--- src/design/amf_params.svh ---
/*
 * Constants for the amplifier mode and fault control block: timing figures,
 * reset values and the gate drive levels that switch a transistor off.
 * Assumes it is included once per compilation unit by its bare name.
 */
`ifndef AMF_PARAMS_SVH
`define AMF_PARAMS_SVH

// ============================================================
// Timing
`define AMF_CLK_PERIOD_NS 100
`define AMF_DEAD_TIME_NS 40
`define AMF_CNT_W 4

// ============================================================
// Reset and off levels
`define AMF_FAULT_RST 1'h0
`define AMF_PGATE_OFF 1'h1
`define AMF_NGATE_OFF 1'h0
`define AMF_SYNC_RST 7'h00

`endif

--- src/design/amf_pkg.sv ---
/*
 * Types shared by the amplifier mode and fault control block.
 * Assumes amf_params.svh is on the include path.
 */
package amf_pkg;

	// ============================================================
	// Operating modes
	typedef enum logic [1:0] {
		AMF_MODE_SLEEP = 2'b00,
		AMF_MODE_MUTE = 2'b01,
		AMF_MODE_RUN = 2'b10
	} amf_mode_t;

	// ============================================================
	// Half bridge sequencer states
	typedef enum logic [1:0] {
		AMF_HB_OFF = 2'b00,
		AMF_HB_DEAD = 2'b01,
		AMF_HB_HIGH = 2'b10,
		AMF_HB_LOW = 2'b11
	} amf_hb_state_t;

	// ============================================================
	// Gate pair of one bridge half
	typedef struct packed {
		logic p_gate;
		logic n_gate;
	} amf_gate_t;

	// Sense conditions, 1 means fail
	typedef struct packed {
		logic temp;
		logic right_neg;
		logic right_pos;
		logic left_neg;
		logic left_pos;
	} amf_sense_t;

endpackage

--- src/design/amf_half_bridge.sv ---
/*
 * One bridge half: turns a high side on request into a P and N gate pair
 * with an off interval at every transition.
 * Assumes drive_high_on comes from logic on clk; enable is registered upstream.
 */
`timescale 1ns/1ps
`default_nettype none
`include "amf_params.svh"

module amf_half_bridge #(
	parameter int CNT_W = `AMF_CNT_W,
	parameter logic [CNT_W-1:0] DEAD_CYC = CNT_W'(1)
) (
	// Clock and reset
	input wire logic clk,
	input wire logic arst_n,
	// Control
	input wire logic enable,
	input wire logic drive_high_on,
	// Gates
	output amf_pkg::amf_gate_t gate
);
	import amf_pkg::*;

	typedef struct packed {
		amf_hb_state_t st;
		logic [CNT_W-1:0] cnt;
		amf_gate_t gate;
	} amf_hb_reg_t;

	amf_hb_reg_t s_r;
	amf_hb_reg_t s_nxt;

	// ============================================================
	// Sequencer
	always_comb begin
		s_nxt = s_r;
		case (s_r.st)
			AMF_HB_OFF: begin
				s_nxt.cnt = DEAD_CYC - 1'b1;
				if (enable) begin
					s_nxt.st = AMF_HB_DEAD;
				end
			end
			AMF_HB_DEAD: begin
				if (s_r.cnt != '0) begin
					s_nxt.cnt = s_r.cnt - 1'b1;
				end else begin
					s_nxt.st = drive_high_on ? AMF_HB_HIGH : AMF_HB_LOW;
				end
			end
			AMF_HB_HIGH: begin
				if (!drive_high_on) begin
					s_nxt.st = AMF_HB_DEAD;
					s_nxt.cnt = DEAD_CYC - 1'b1;
				end
			end
			AMF_HB_LOW: begin
				if (drive_high_on) begin
					s_nxt.st = AMF_HB_DEAD;
					s_nxt.cnt = DEAD_CYC - 1'b1;
				end
			end
			default: begin
				s_nxt.st = AMF_HB_OFF;
			end
		endcase
		// Off wins at once; no off interval needed when both go off
		if (!enable) begin
			s_nxt.st = AMF_HB_OFF;
		end
		// Gates follow the next state so they are registered
		case (s_nxt.st)
			AMF_HB_HIGH: begin
				s_nxt.gate.p_gate = ~`AMF_PGATE_OFF;
				s_nxt.gate.n_gate = `AMF_NGATE_OFF;
			end
			AMF_HB_LOW: begin
				s_nxt.gate.p_gate = `AMF_PGATE_OFF;
				s_nxt.gate.n_gate = ~`AMF_NGATE_OFF;
			end
			default: begin
				s_nxt.gate.p_gate = `AMF_PGATE_OFF;
				s_nxt.gate.n_gate = `AMF_NGATE_OFF;
			end
		endcase
	end

	always_ff @(posedge clk or negedge arst_n) begin
		if (!arst_n) begin
			s_r.st <= AMF_HB_OFF;
			s_r.cnt <= '0;
			s_r.gate.p_gate <= `AMF_PGATE_OFF;
			s_r.gate.n_gate <= `AMF_NGATE_OFF;
		end else begin
			s_r <= s_nxt;
		end
	end

	assign gate = s_r.gate;

endmodule
`default_nettype wire

--- src/design/amf_mode_fault_ctrl.sv ---
/*
 * Mode and fault control of a two channel switching amplifier: selects
 * the gate drive of four bridge halves and keeps a latched fault warning.
 * Assumes sleep, mute and sense pins are asynchronous; pwm requests come
 * from the modulator on clk.
 */
//
// Summary of operation
// - Every sense input is a pass or fail condition; high means fail.
// - Sleep low, mute high: temperature fail raises the fault warning.
// - Sleep and mute low: keep switching, temperature fail raises the warning.
// - Running: either left current sense failing raises the warning.
// - Running: either right current sense failing raises the warning.
// - Without any fail outside sleep the warning keeps its previous level.
// - Running: all gates of both channels switch, whatever the warning.
// - Each bridge half gets an interval with both transistors off.
// - Sleep high: all gates off and the warning forced low.
// - Mute high: all gates off and current senses ignored.
// - Only sleep or the asynchronous reset arst_n clears the latched warning.
`timescale 1ns/1ps
`default_nettype none
`include "amf_params.svh"

module amf_mode_fault_ctrl #(
	parameter int CNT_W = `AMF_CNT_W
) (
	// Clock and reset
	input wire logic clk,
	input wire logic arst_n,
	// Mode pins
	input wire logic sleep,
	input wire logic mute,
	// Sense pins, high means fail
	input wire logic temp_sense_in,
	input wire logic left_pos_current_sense,
	input wire logic left_neg_current_sense,
	input wire logic right_pos_current_sense,
	input wire logic right_neg_current_sense,
	// Modulator requests, high turns the positive-going transistor on
	input wire logic left_pos_pwm,
	input wire logic left_neg_pwm,
	input wire logic right_pos_pwm,
	input wire logic right_neg_pwm,
	// Gate drives
	output logic left_pos_pfet_gate,
	output logic left_pos_nfet_gate,
	output logic left_neg_pfet_gate,
	output logic left_neg_nfet_gate,
	output logic right_pos_pfet_gate,
	output logic right_pos_nfet_gate,
	output logic right_neg_pfet_gate,
	output logic right_neg_nfet_gate,
	// Status
	output logic fault_warning_out,
	output amf_pkg::amf_mode_t mode
);
	import amf_pkg::*;

	// ============================================================
	// Derived timing
	// Least time, so round up, never below one cycle
	localparam int DEAD_RAW = (`AMF_DEAD_TIME_NS + `AMF_CLK_PERIOD_NS - 1) / `AMF_CLK_PERIOD_NS;
	localparam int DEAD_INT = (DEAD_RAW < 1) ? 1 : DEAD_RAW;
	localparam logic [CNT_W-1:0] DEAD_CYC = CNT_W'(DEAD_INT);

	typedef struct packed {
		logic [6:0] sync1;
		logic [6:0] sync2;
		amf_mode_t mode;
		logic fault;
	} amf_top_reg_t;

	amf_top_reg_t s_r;
	amf_top_reg_t s_nxt;
	amf_sense_t sense;
	logic sleep_s;
	logic mute_s;
	logic enable;
	logic [6:0] pins;
	// Index order: left_pos, left_neg, right_pos, right_neg
	amf_gate_t gates [4];

	// ============================================================
	// Synchronised pin levels
	// Sense bits sit low, in the order of the sense struct
	assign pins = {sleep, mute, temp_sense_in, right_neg_current_sense, right_pos_current_sense,
		left_neg_current_sense, left_pos_current_sense};
	// Second stage only; first stage feeds nothing else
	assign sense = amf_sense_t'(s_r.sync2[4:0]);
	assign mute_s = s_r.sync2[5];
	assign sleep_s = s_r.sync2[6];
	assign enable = (s_r.mode == AMF_MODE_RUN);

	// ============================================================
	// Decoders
	// Sleep outranks mute, mute outranks running
	function automatic amf_mode_t mode_of(input logic slp, input logic mut);
		amf_mode_t m;
		if (slp) begin
			m = AMF_MODE_SLEEP;
		end else if (mut) begin
			m = AMF_MODE_MUTE;
		end else begin
			m = AMF_MODE_RUN;
		end
		return m;
	endfunction

	// Overcurrent only counts while running; gates are off otherwise
	function automatic logic fault_hit(input amf_mode_t m, input amf_sense_t s);
		logic hit;
		case (m)
			AMF_MODE_MUTE: begin
				hit = s.temp;
			end
			AMF_MODE_RUN: begin
				hit = s.temp
					| s.left_pos | s.left_neg
					| s.right_pos | s.right_neg;
			end
			default: begin
				hit = 1'b0;
			end
		endcase
		return hit;
	endfunction

	// ============================================================
	// Mode and fault latch
	always_comb begin
		s_nxt = s_r;
		s_nxt.sync1 = pins;
		s_nxt.sync2 = s_r.sync1;
		s_nxt.mode = mode_of(sleep_s, mute_s);
		case (s_nxt.mode)
			AMF_MODE_SLEEP: begin
				s_nxt.fault = 1'b0;
			end
			default: begin
				// No fail keeps the old level
				s_nxt.fault = s_r.fault | fault_hit(s_nxt.mode, sense);
			end
		endcase
	end

	always_ff @(posedge clk or negedge arst_n) begin
		if (!arst_n) begin
			s_r.sync1 <= `AMF_SYNC_RST;
			s_r.sync2 <= `AMF_SYNC_RST;
			s_r.mode <= AMF_MODE_SLEEP;
			s_r.fault <= `AMF_FAULT_RST;
		end else begin
			s_r <= s_nxt;
		end
	end

	// ============================================================
	// Bridge halves
	// The warning does not stop switching; an external loop to mute does
	// Left channel, positive side
	amf_half_bridge #(
		.CNT_W(CNT_W),
		.DEAD_CYC(DEAD_CYC)
	) u_half_left_pos (
		.clk(clk),
		.arst_n(arst_n),
		.enable(enable),
		.drive_high_on(left_pos_pwm),
		.gate(gates[0])
	);

	// Left channel, negative side
	amf_half_bridge #(
		.CNT_W(CNT_W),
		.DEAD_CYC(DEAD_CYC)
	) u_half_left_neg (
		.clk(clk),
		.arst_n(arst_n),
		.enable(enable),
		.drive_high_on(left_neg_pwm),
		.gate(gates[1])
	);

	// Right channel, positive side
	amf_half_bridge #(
		.CNT_W(CNT_W),
		.DEAD_CYC(DEAD_CYC)
	) u_half_right_pos (
		.clk(clk),
		.arst_n(arst_n),
		.enable(enable),
		.drive_high_on(right_pos_pwm),
		.gate(gates[2])
	);

	// Right channel, negative side
	amf_half_bridge #(
		.CNT_W(CNT_W),
		.DEAD_CYC(DEAD_CYC)
	) u_half_right_neg (
		.clk(clk),
		.arst_n(arst_n),
		.enable(enable),
		.drive_high_on(right_neg_pwm),
		.gate(gates[3])
	);

	// ============================================================
	// Outputs, all from flip-flops
	assign left_pos_pfet_gate = gates[0].p_gate;
	assign left_pos_nfet_gate = gates[0].n_gate;
	assign left_neg_pfet_gate = gates[1].p_gate;
	assign left_neg_nfet_gate = gates[1].n_gate;
	assign right_pos_pfet_gate = gates[2].p_gate;
	assign right_pos_nfet_gate = gates[2].n_gate;
	assign right_neg_pfet_gate = gates[3].p_gate;
	assign right_neg_nfet_gate = gates[3].n_gate;
	assign fault_warning_out = s_r.fault;
	assign mode = s_r.mode;

endmodule
`default_nettype wire

--- config.mk ---
export PLATFORM = sky130hd
export DESIGN_NAME = amf_mode_fault_ctrl
export DESIGN_NICKNAME = d
export VERILOG_FILES = /design/src/design/amf_pkg.sv /design/src/design/amf_half_bridge.sv /design/src/design/amf_mode_fault_ctrl.sv
export VERILOG_INCLUDE_DIRS = /design/src /design/src/design
export SDC_FILE = /design/constraint.sdc
export NUM_CORES = 1
export LEC_CHECK = 0
export ABC_AREA = 1
export BUFFER_PORTS_ARGS = -buffer_cell sky130_fd_sc_hd__buf_2
export CAP_MARGIN = 20
export CORE_ASPECT_RATIO = 0.6
export CORE_UTILIZATION = 55
export CTS_CLUSTER_SIZE = 12
export DETAILED_ROUTE_END_ITERATION = 8
export PLACE_DENSITY = 0.75
export RECOVER_POWER = 100
export SYNTH_ARGS = -nofsm -noshare
export SYNTH_HDL_FRONTEND = slang
export SYNTH_SLANG_ARGS = --single-unit
--- constraint.sdc ---
create_clock -name clk -period 1.5 [get_ports clk]
set_clock_uncertainty 0.1 [all_clocks]
set_input_delay 0.45 -clock clk [delete_from_list [all_inputs] [get_ports clk]]
set_output_delay 0.45 -clock clk [all_outputs]
set_load 0.01 [all_outputs]
After elaboration in Yosys (flattened, before gate mapping)

Cells that the tools add are included.

Input bits: 13
Memories kept: 0
Word-level logic and storage cells: 118
Memory bits (read-only): 0
Memory bits (writable): 0
Flip-flop bits (word level): 49
Latch bits: 0
Output and inout bits: 11

Bitwise logic cells: 5
Muxes and demuxes: 41
Shifts and indexed selects: 0
$mul: 0
Order comparisons: 0
Divide/modulo/power cells: 0
Equal/unequal tests: 35
Add/subtract/negate cells: 4
Reductions and logical operators: 13

Operators by type and width:

| cell                  | count |
|---|---|
| $pmux W6 S4           | 4 |
| $mux W6               | 8 |
| $eq A2 B2 Y1 const B  | 18 |
| $mux W2               | 14 |
| $mux W4               | 4 |
| $ne A2 B2 Y1 const B  | 8 |
| $pmux W2 S2           | 4 |
| $reduce_bool A4 Y1    | 4 |
| $sub A4 B1 Y4 const B | 4 |
| $reduce_and A3 Y1     | 4 |
| $eq A2 B1 Y1 const B  | 5 |
| $logic_not A2 Y1      | 5 |
| $ne A2 B1 Y1 const B  | 4 |
| $mux W1               | 6 |
| $or A1 B1 Y1          | 5 |
| $pmux W1 S2           | 1 |

Depth between registers and ports, before layout

Word-level depth: 8
Depth in mapped cells: 7
Gate-level depth less buffers: 7

By module

Synthesis repeated with hierarchy kept, for this count alone.

Cell total of the unflattened synthesis: 250
Area, all modules: 2443.6 um^2

Modules (own cells, without submodules):

| module              | area each (um^2) | times used | sequential area each (um^2) | cells an instance |
|---|---|---|---|---|
| amf_half_bridge     | 488.0            | 4          | 201.4                       | 55 |
| amf_mode_fault_ctrl | 491.7            | 1          | 425.4                       | 30 |

Worst setup path before layout

No wires, ideal clock.

Path type: reg-to-reg
Start: register u_half_left_neg.s_r[2] (netlist bit)
End: register, netlist name u_half_left_neg.gate[0]
Buffers on the path: 0
Setup slack: 0.246 ns
Stages on the path, launching flop included: 8
Clock period less this slack: 1.254 ns
Arrival time: 1.038 ns
Library setup time: 0.116 ns
Data required time: 1.284 ns
Cell sequence: dfrtp_1 inv_1 ha_1 nand2_1 nor2_2 nand2_1 nand2_1 nor2_1

RTL lines:

| item                   | line                  | source |
|---|---|---|
| start, declared        | amf_half_bridge.sv:31 | `amf_hb_reg_t s_r;` |
| start signal, assigned | amf_half_bridge.sv:96 | `s_r <= s_nxt;` |

Worst setup path in the final report

Start: register, netlist name u_half_left_neg.gate[1]
End: output port left_neg_pfet_gate

RTL lines:

| item          | line                      | source |
|---|---|---|
| end, declared | amf_mode_fault_ctrl.sv:47 | `output logic left_neg_pfet_gate,` |

No word-level cell between the ends.

==> reports/results.md <==
| Quantity | This run |
| --- | --- |
| Outcome | finished clean |
| Multiplexer fraction of the synthesized cell area | 0 |
| Antenna cell count | 0 |
| Skew-Pair Late Insertion Delay | 0.30 ns |
| Post-Syn Instances | 248 |
| Total detailed-routing wirelength | 3.53 mm |
| Cell type group with the largest total delay on the critical path | flip-flops |
| RSZ-0062 raised after global routing | true |
| Utilization after layout | 0.662 |
| Post-CTS clock slew at the launch and capture registers of the worst setup and hold paths | 0.08 ns |
| Final TNS setup | 0 ns |
| Register bit total from synthesis | 49 |
| Start-to-end type of the worst setup path | reg2out |
| GRT Overall Usage | 0.195 |
| Top cells by instance count after synthesis | 64 x nand2_1, 45 x dfrtp_1, 33 x nor2_1 |
| Max-cap violations | 0 |
| Synth warn | 0 |
| Required time of the critical path | 0.95 ns |
| Number of global-route vias before repair | 1443 |
| Adder-cell share of the synthesized area | 0.0454 |
| Critical Path Source Type | flip-flop |
| Initial DRC Count | 57 |
| Syn Area/Cell | 8.88 µm² |
| CP max stage delay | 0.54 ns |
| Pre-CTS setup slack | 0.0972 ns |
| Maximum fanout encountered on the critical timing path | 1 |
| Overall die area | 4270 µm² |
| Core ar. | 3740 µm² |
| Post-synthesis share of cell area spent on and, or, nand and nor gates | 0.284 |
| Clock share of power | 0.235 |
| Leakage power summed over all cells | 1.28 nW |
| Dominant synthesized flop cell | dfrtp_1 |
| Antenna violations before repair | 0 |
| Power per Cell Area | 1260 nW/µm² |
| First-pass DRT Iterations | 7 |
| Deepest clock path buffer count | 2 |
| Number of vias in the routed layout | 1563 |
| Number of top-level pins | 24 |
| Final weighted congestion of routability-driven global placement | 0.788 |
| Cell area after technology mapping | 2200 µm² |
| Buffer and inverter count on the worst path | 1 |
| Master cell of the clock root buffer | clkbuf_8 |
| Worst voltage drop across the vdd grid | 0.742 mV |
| Psw | 1.03 mW |
| Fraction of registers with async set or reset after synthesis | 1.00 |
| Worst Hold Class | in2reg |
| Number of nets produced by synthesis | 269 |
| Top cell type's share of synthesized area | 0.511 |
| Distinct cell type count of the synthesized netlist | 19 |
| HPWL after detailed placement | 2.61 mm |
| Clock sink count | 49 |
| Floorplan die height | 51.0 µm |
| Std-Cell Rows | 17 |
| Share of power burned in combinational logic | 0.258 |
| Capturing element type of the critical path | primary output |
| Cts bufs inserted | 5 |
| Global-route wire length before repair | 6.29 mm |
| Power Internal | 2.10 mW |
| Number of failing setup endpoints in the final timing report | 0 |
| Routed wire length per instance | 10.8 µm |
| TritonCTS clock tree | built |
| Global route total overflow | 0 |
| Leading cell type by number of instances after synthesis | nand2_1 |
| Shortest period the worst path allows | 1.48 ns |
| Total count of max-transition violations in the final report | 0 |
| Dominant combinational cell family by area after synthesis | simple AND/OR/NAND/NOR gates |
| Slew headroom | 0.772 |
| Post-synthesis cell type with the largest combined area | dfrtp_1 |
| Part of the Yosys area used for sequential elements | 0.559 |
| Final Hold Violating Endpoints | 0 |
| Number of nets with antenna violations after detailed routing | 0 |
| Number of design rule violations left after detail routing | 0 |
| Fraction of synthesized cell area in xor and xnor cells | 0.0159 |
| Post-route fraction of the period consumed by the critical path | 0.986 |
| Maximum level of the CTS H-tree | 2 |
| Compound-gate portion of the synthesized area | 0.0341 |
| Drt via density | 4.77 |
| EDFF count, synth | 0 |
| Area Growth Syn to Fin | 12.5% |
| Worst path arrival time | 0.93 ns |
| Slew at the pin closest to its max-slew limit | 0.342 ns |
| Final setup slack of the worst path | 0.0207 ns |
| Switching part of the total power | 0.329 |
| Initial core utilization | 0.589 |
| Slowest stage cell on the critical path | dfstp_2 |
| Final-stage net count | 301 |
| Ordered cell list for the critical path | buf_6 |
| Largest cells by area after synthesis | dfrtp_1 51%, nand2_1 11%, nor2_1 5.6%, nand3_1 5.0%, dfstp_2 4.8% |
| Die X-Extent | 83.7 µm |
| Register share of total power | 0.507 |
| Largest net degree at the start of global routing | 30 |
| Max Freq | 0.676 GHz |
| Number of buffer cells added on primary ports | 23 |
| Fraction of final layout cells sized beyond drive strength 1 | 0.164 |
-- metal layers --
metal	vias up	GRT usage	wire (µm)
met5	-	0	0
met4	0	0.0706	36
met3	6	0.0565	159
met2	34	0.286	1450
met1	692	0.280	1890
li1	831	-	-
-- cell usage in the layout (no fill, tap or decap), drive strengths merged --
cell	n
dlygate4sd3	1
nand3	25
a21oi	9
dfstp	4
inv	32
clkinv	1
nand2	68
xnor2	2
o21ai	6
nand3b	2
nor2	43
clkbuf	16
xor2	2
ha	8
dfrtp	45
buf	17
-- metrics by stage --
step | hold WS [ns] | cell area, µm² | std cells | total power [mW]
finish | 0.153 | 2480 | 328 | 3.14
global route | 0.131 | 2480 | 328 | 3.39
CTS | 0.141 | 2490 | 328 | 3.17
detailed placement | 0.235 | 2400 | 319 | 2.42
global placement | 0.232 | 2400 | 319 | 2.40
floorplan | 0.0544 | 2200 | 248 | 2.22
-- timing repair --
action | CTS | global route
setup endpoints to repair | 1 | 13
pin swaps | 0 | 0
cloned | 0 | 0
resized for setup | 1 | 6
hold endpoints to repair | 8 | 0
setup buffers | 0 | 0
hold buffers | 1 | 0
-- power by group through the flow --
stage / sequential [mW] / combinational [mW] / clock [mW]
final: 1.59 / 0.810 / 0.736
after global routing: 1.61 / 0.958 / 0.820
after CTS: 1.58 / 0.820 / 0.761
after detailed placement: 1.61 / 0.813 / 0
after global placement: 1.61 / 0.795 / 0
after floorplan: 1.59 / 0.632 / 0
-- area by class of cell --
class	count	area [µm²]
fillers	324	1260
flip-flops and latches	49	1230
multi-input cells	165	832
repair buffers	27	156
inverters	32	120
clock buffers	7	76.3
well taps	47	58.8
clock inverters	1	5.00
-- worst paths after layout --
kind                                          from                       to  slack [ns]  cells after the start
max                        u_half_left_neg.gate[1]       left_neg_pfet_gate        0.02                      1
min                                  temp_sense_in                 s_nxt[7]        0.15                      1
max reg2reg                 u_half_left_neg.s_r[2]   u_half_left_neg.s_r[3]        0.12                      6
min reg2reg                               s_nxt[5]                   s_r[5]        0.25                      0
max in group asynchronous                   arst_n        fault_warning_out        0.22                      3
min in group asynchronous                   arst_n  u_half_right_pos.s_r[2]        0.45                      2
-- state kept, by name, indices dropped and copies added, names as in the netlist --
| name | cells |
|---|---|
| s_nxt | 7 |
| u_half_right_pos.s_r | 6 |
| u_half_left_pos.s_r | 6 |
| u_half_right_neg.gate | 2 |
| mute_s | 1 |
| u_half_right_pos.gate | 2 |
| u_half_left_neg.gate | 2 |
| s_r | 6 |
| u_half_left_pos.gate | 2 |
| u_half_right_neg.s_r | 6 |
| u_half_left_neg.s_r | 6 |
| fault_warning_out | 1 |
| mode | 2 |
-- logic make-up (layout without fill, tap and decap cells) --
kind of cell	count (synthesis)	count (layout)
AND/OR/NAND/NOR	138	138
flip-flops	49	49
buffers and inverters	34	67
AO/OA/AOI/OAI	15	15
adder cells (fa/ha/maj)	8	8
XOR/XNOR	4	4
Note: power is estimated with default switching activity, not from simulation.
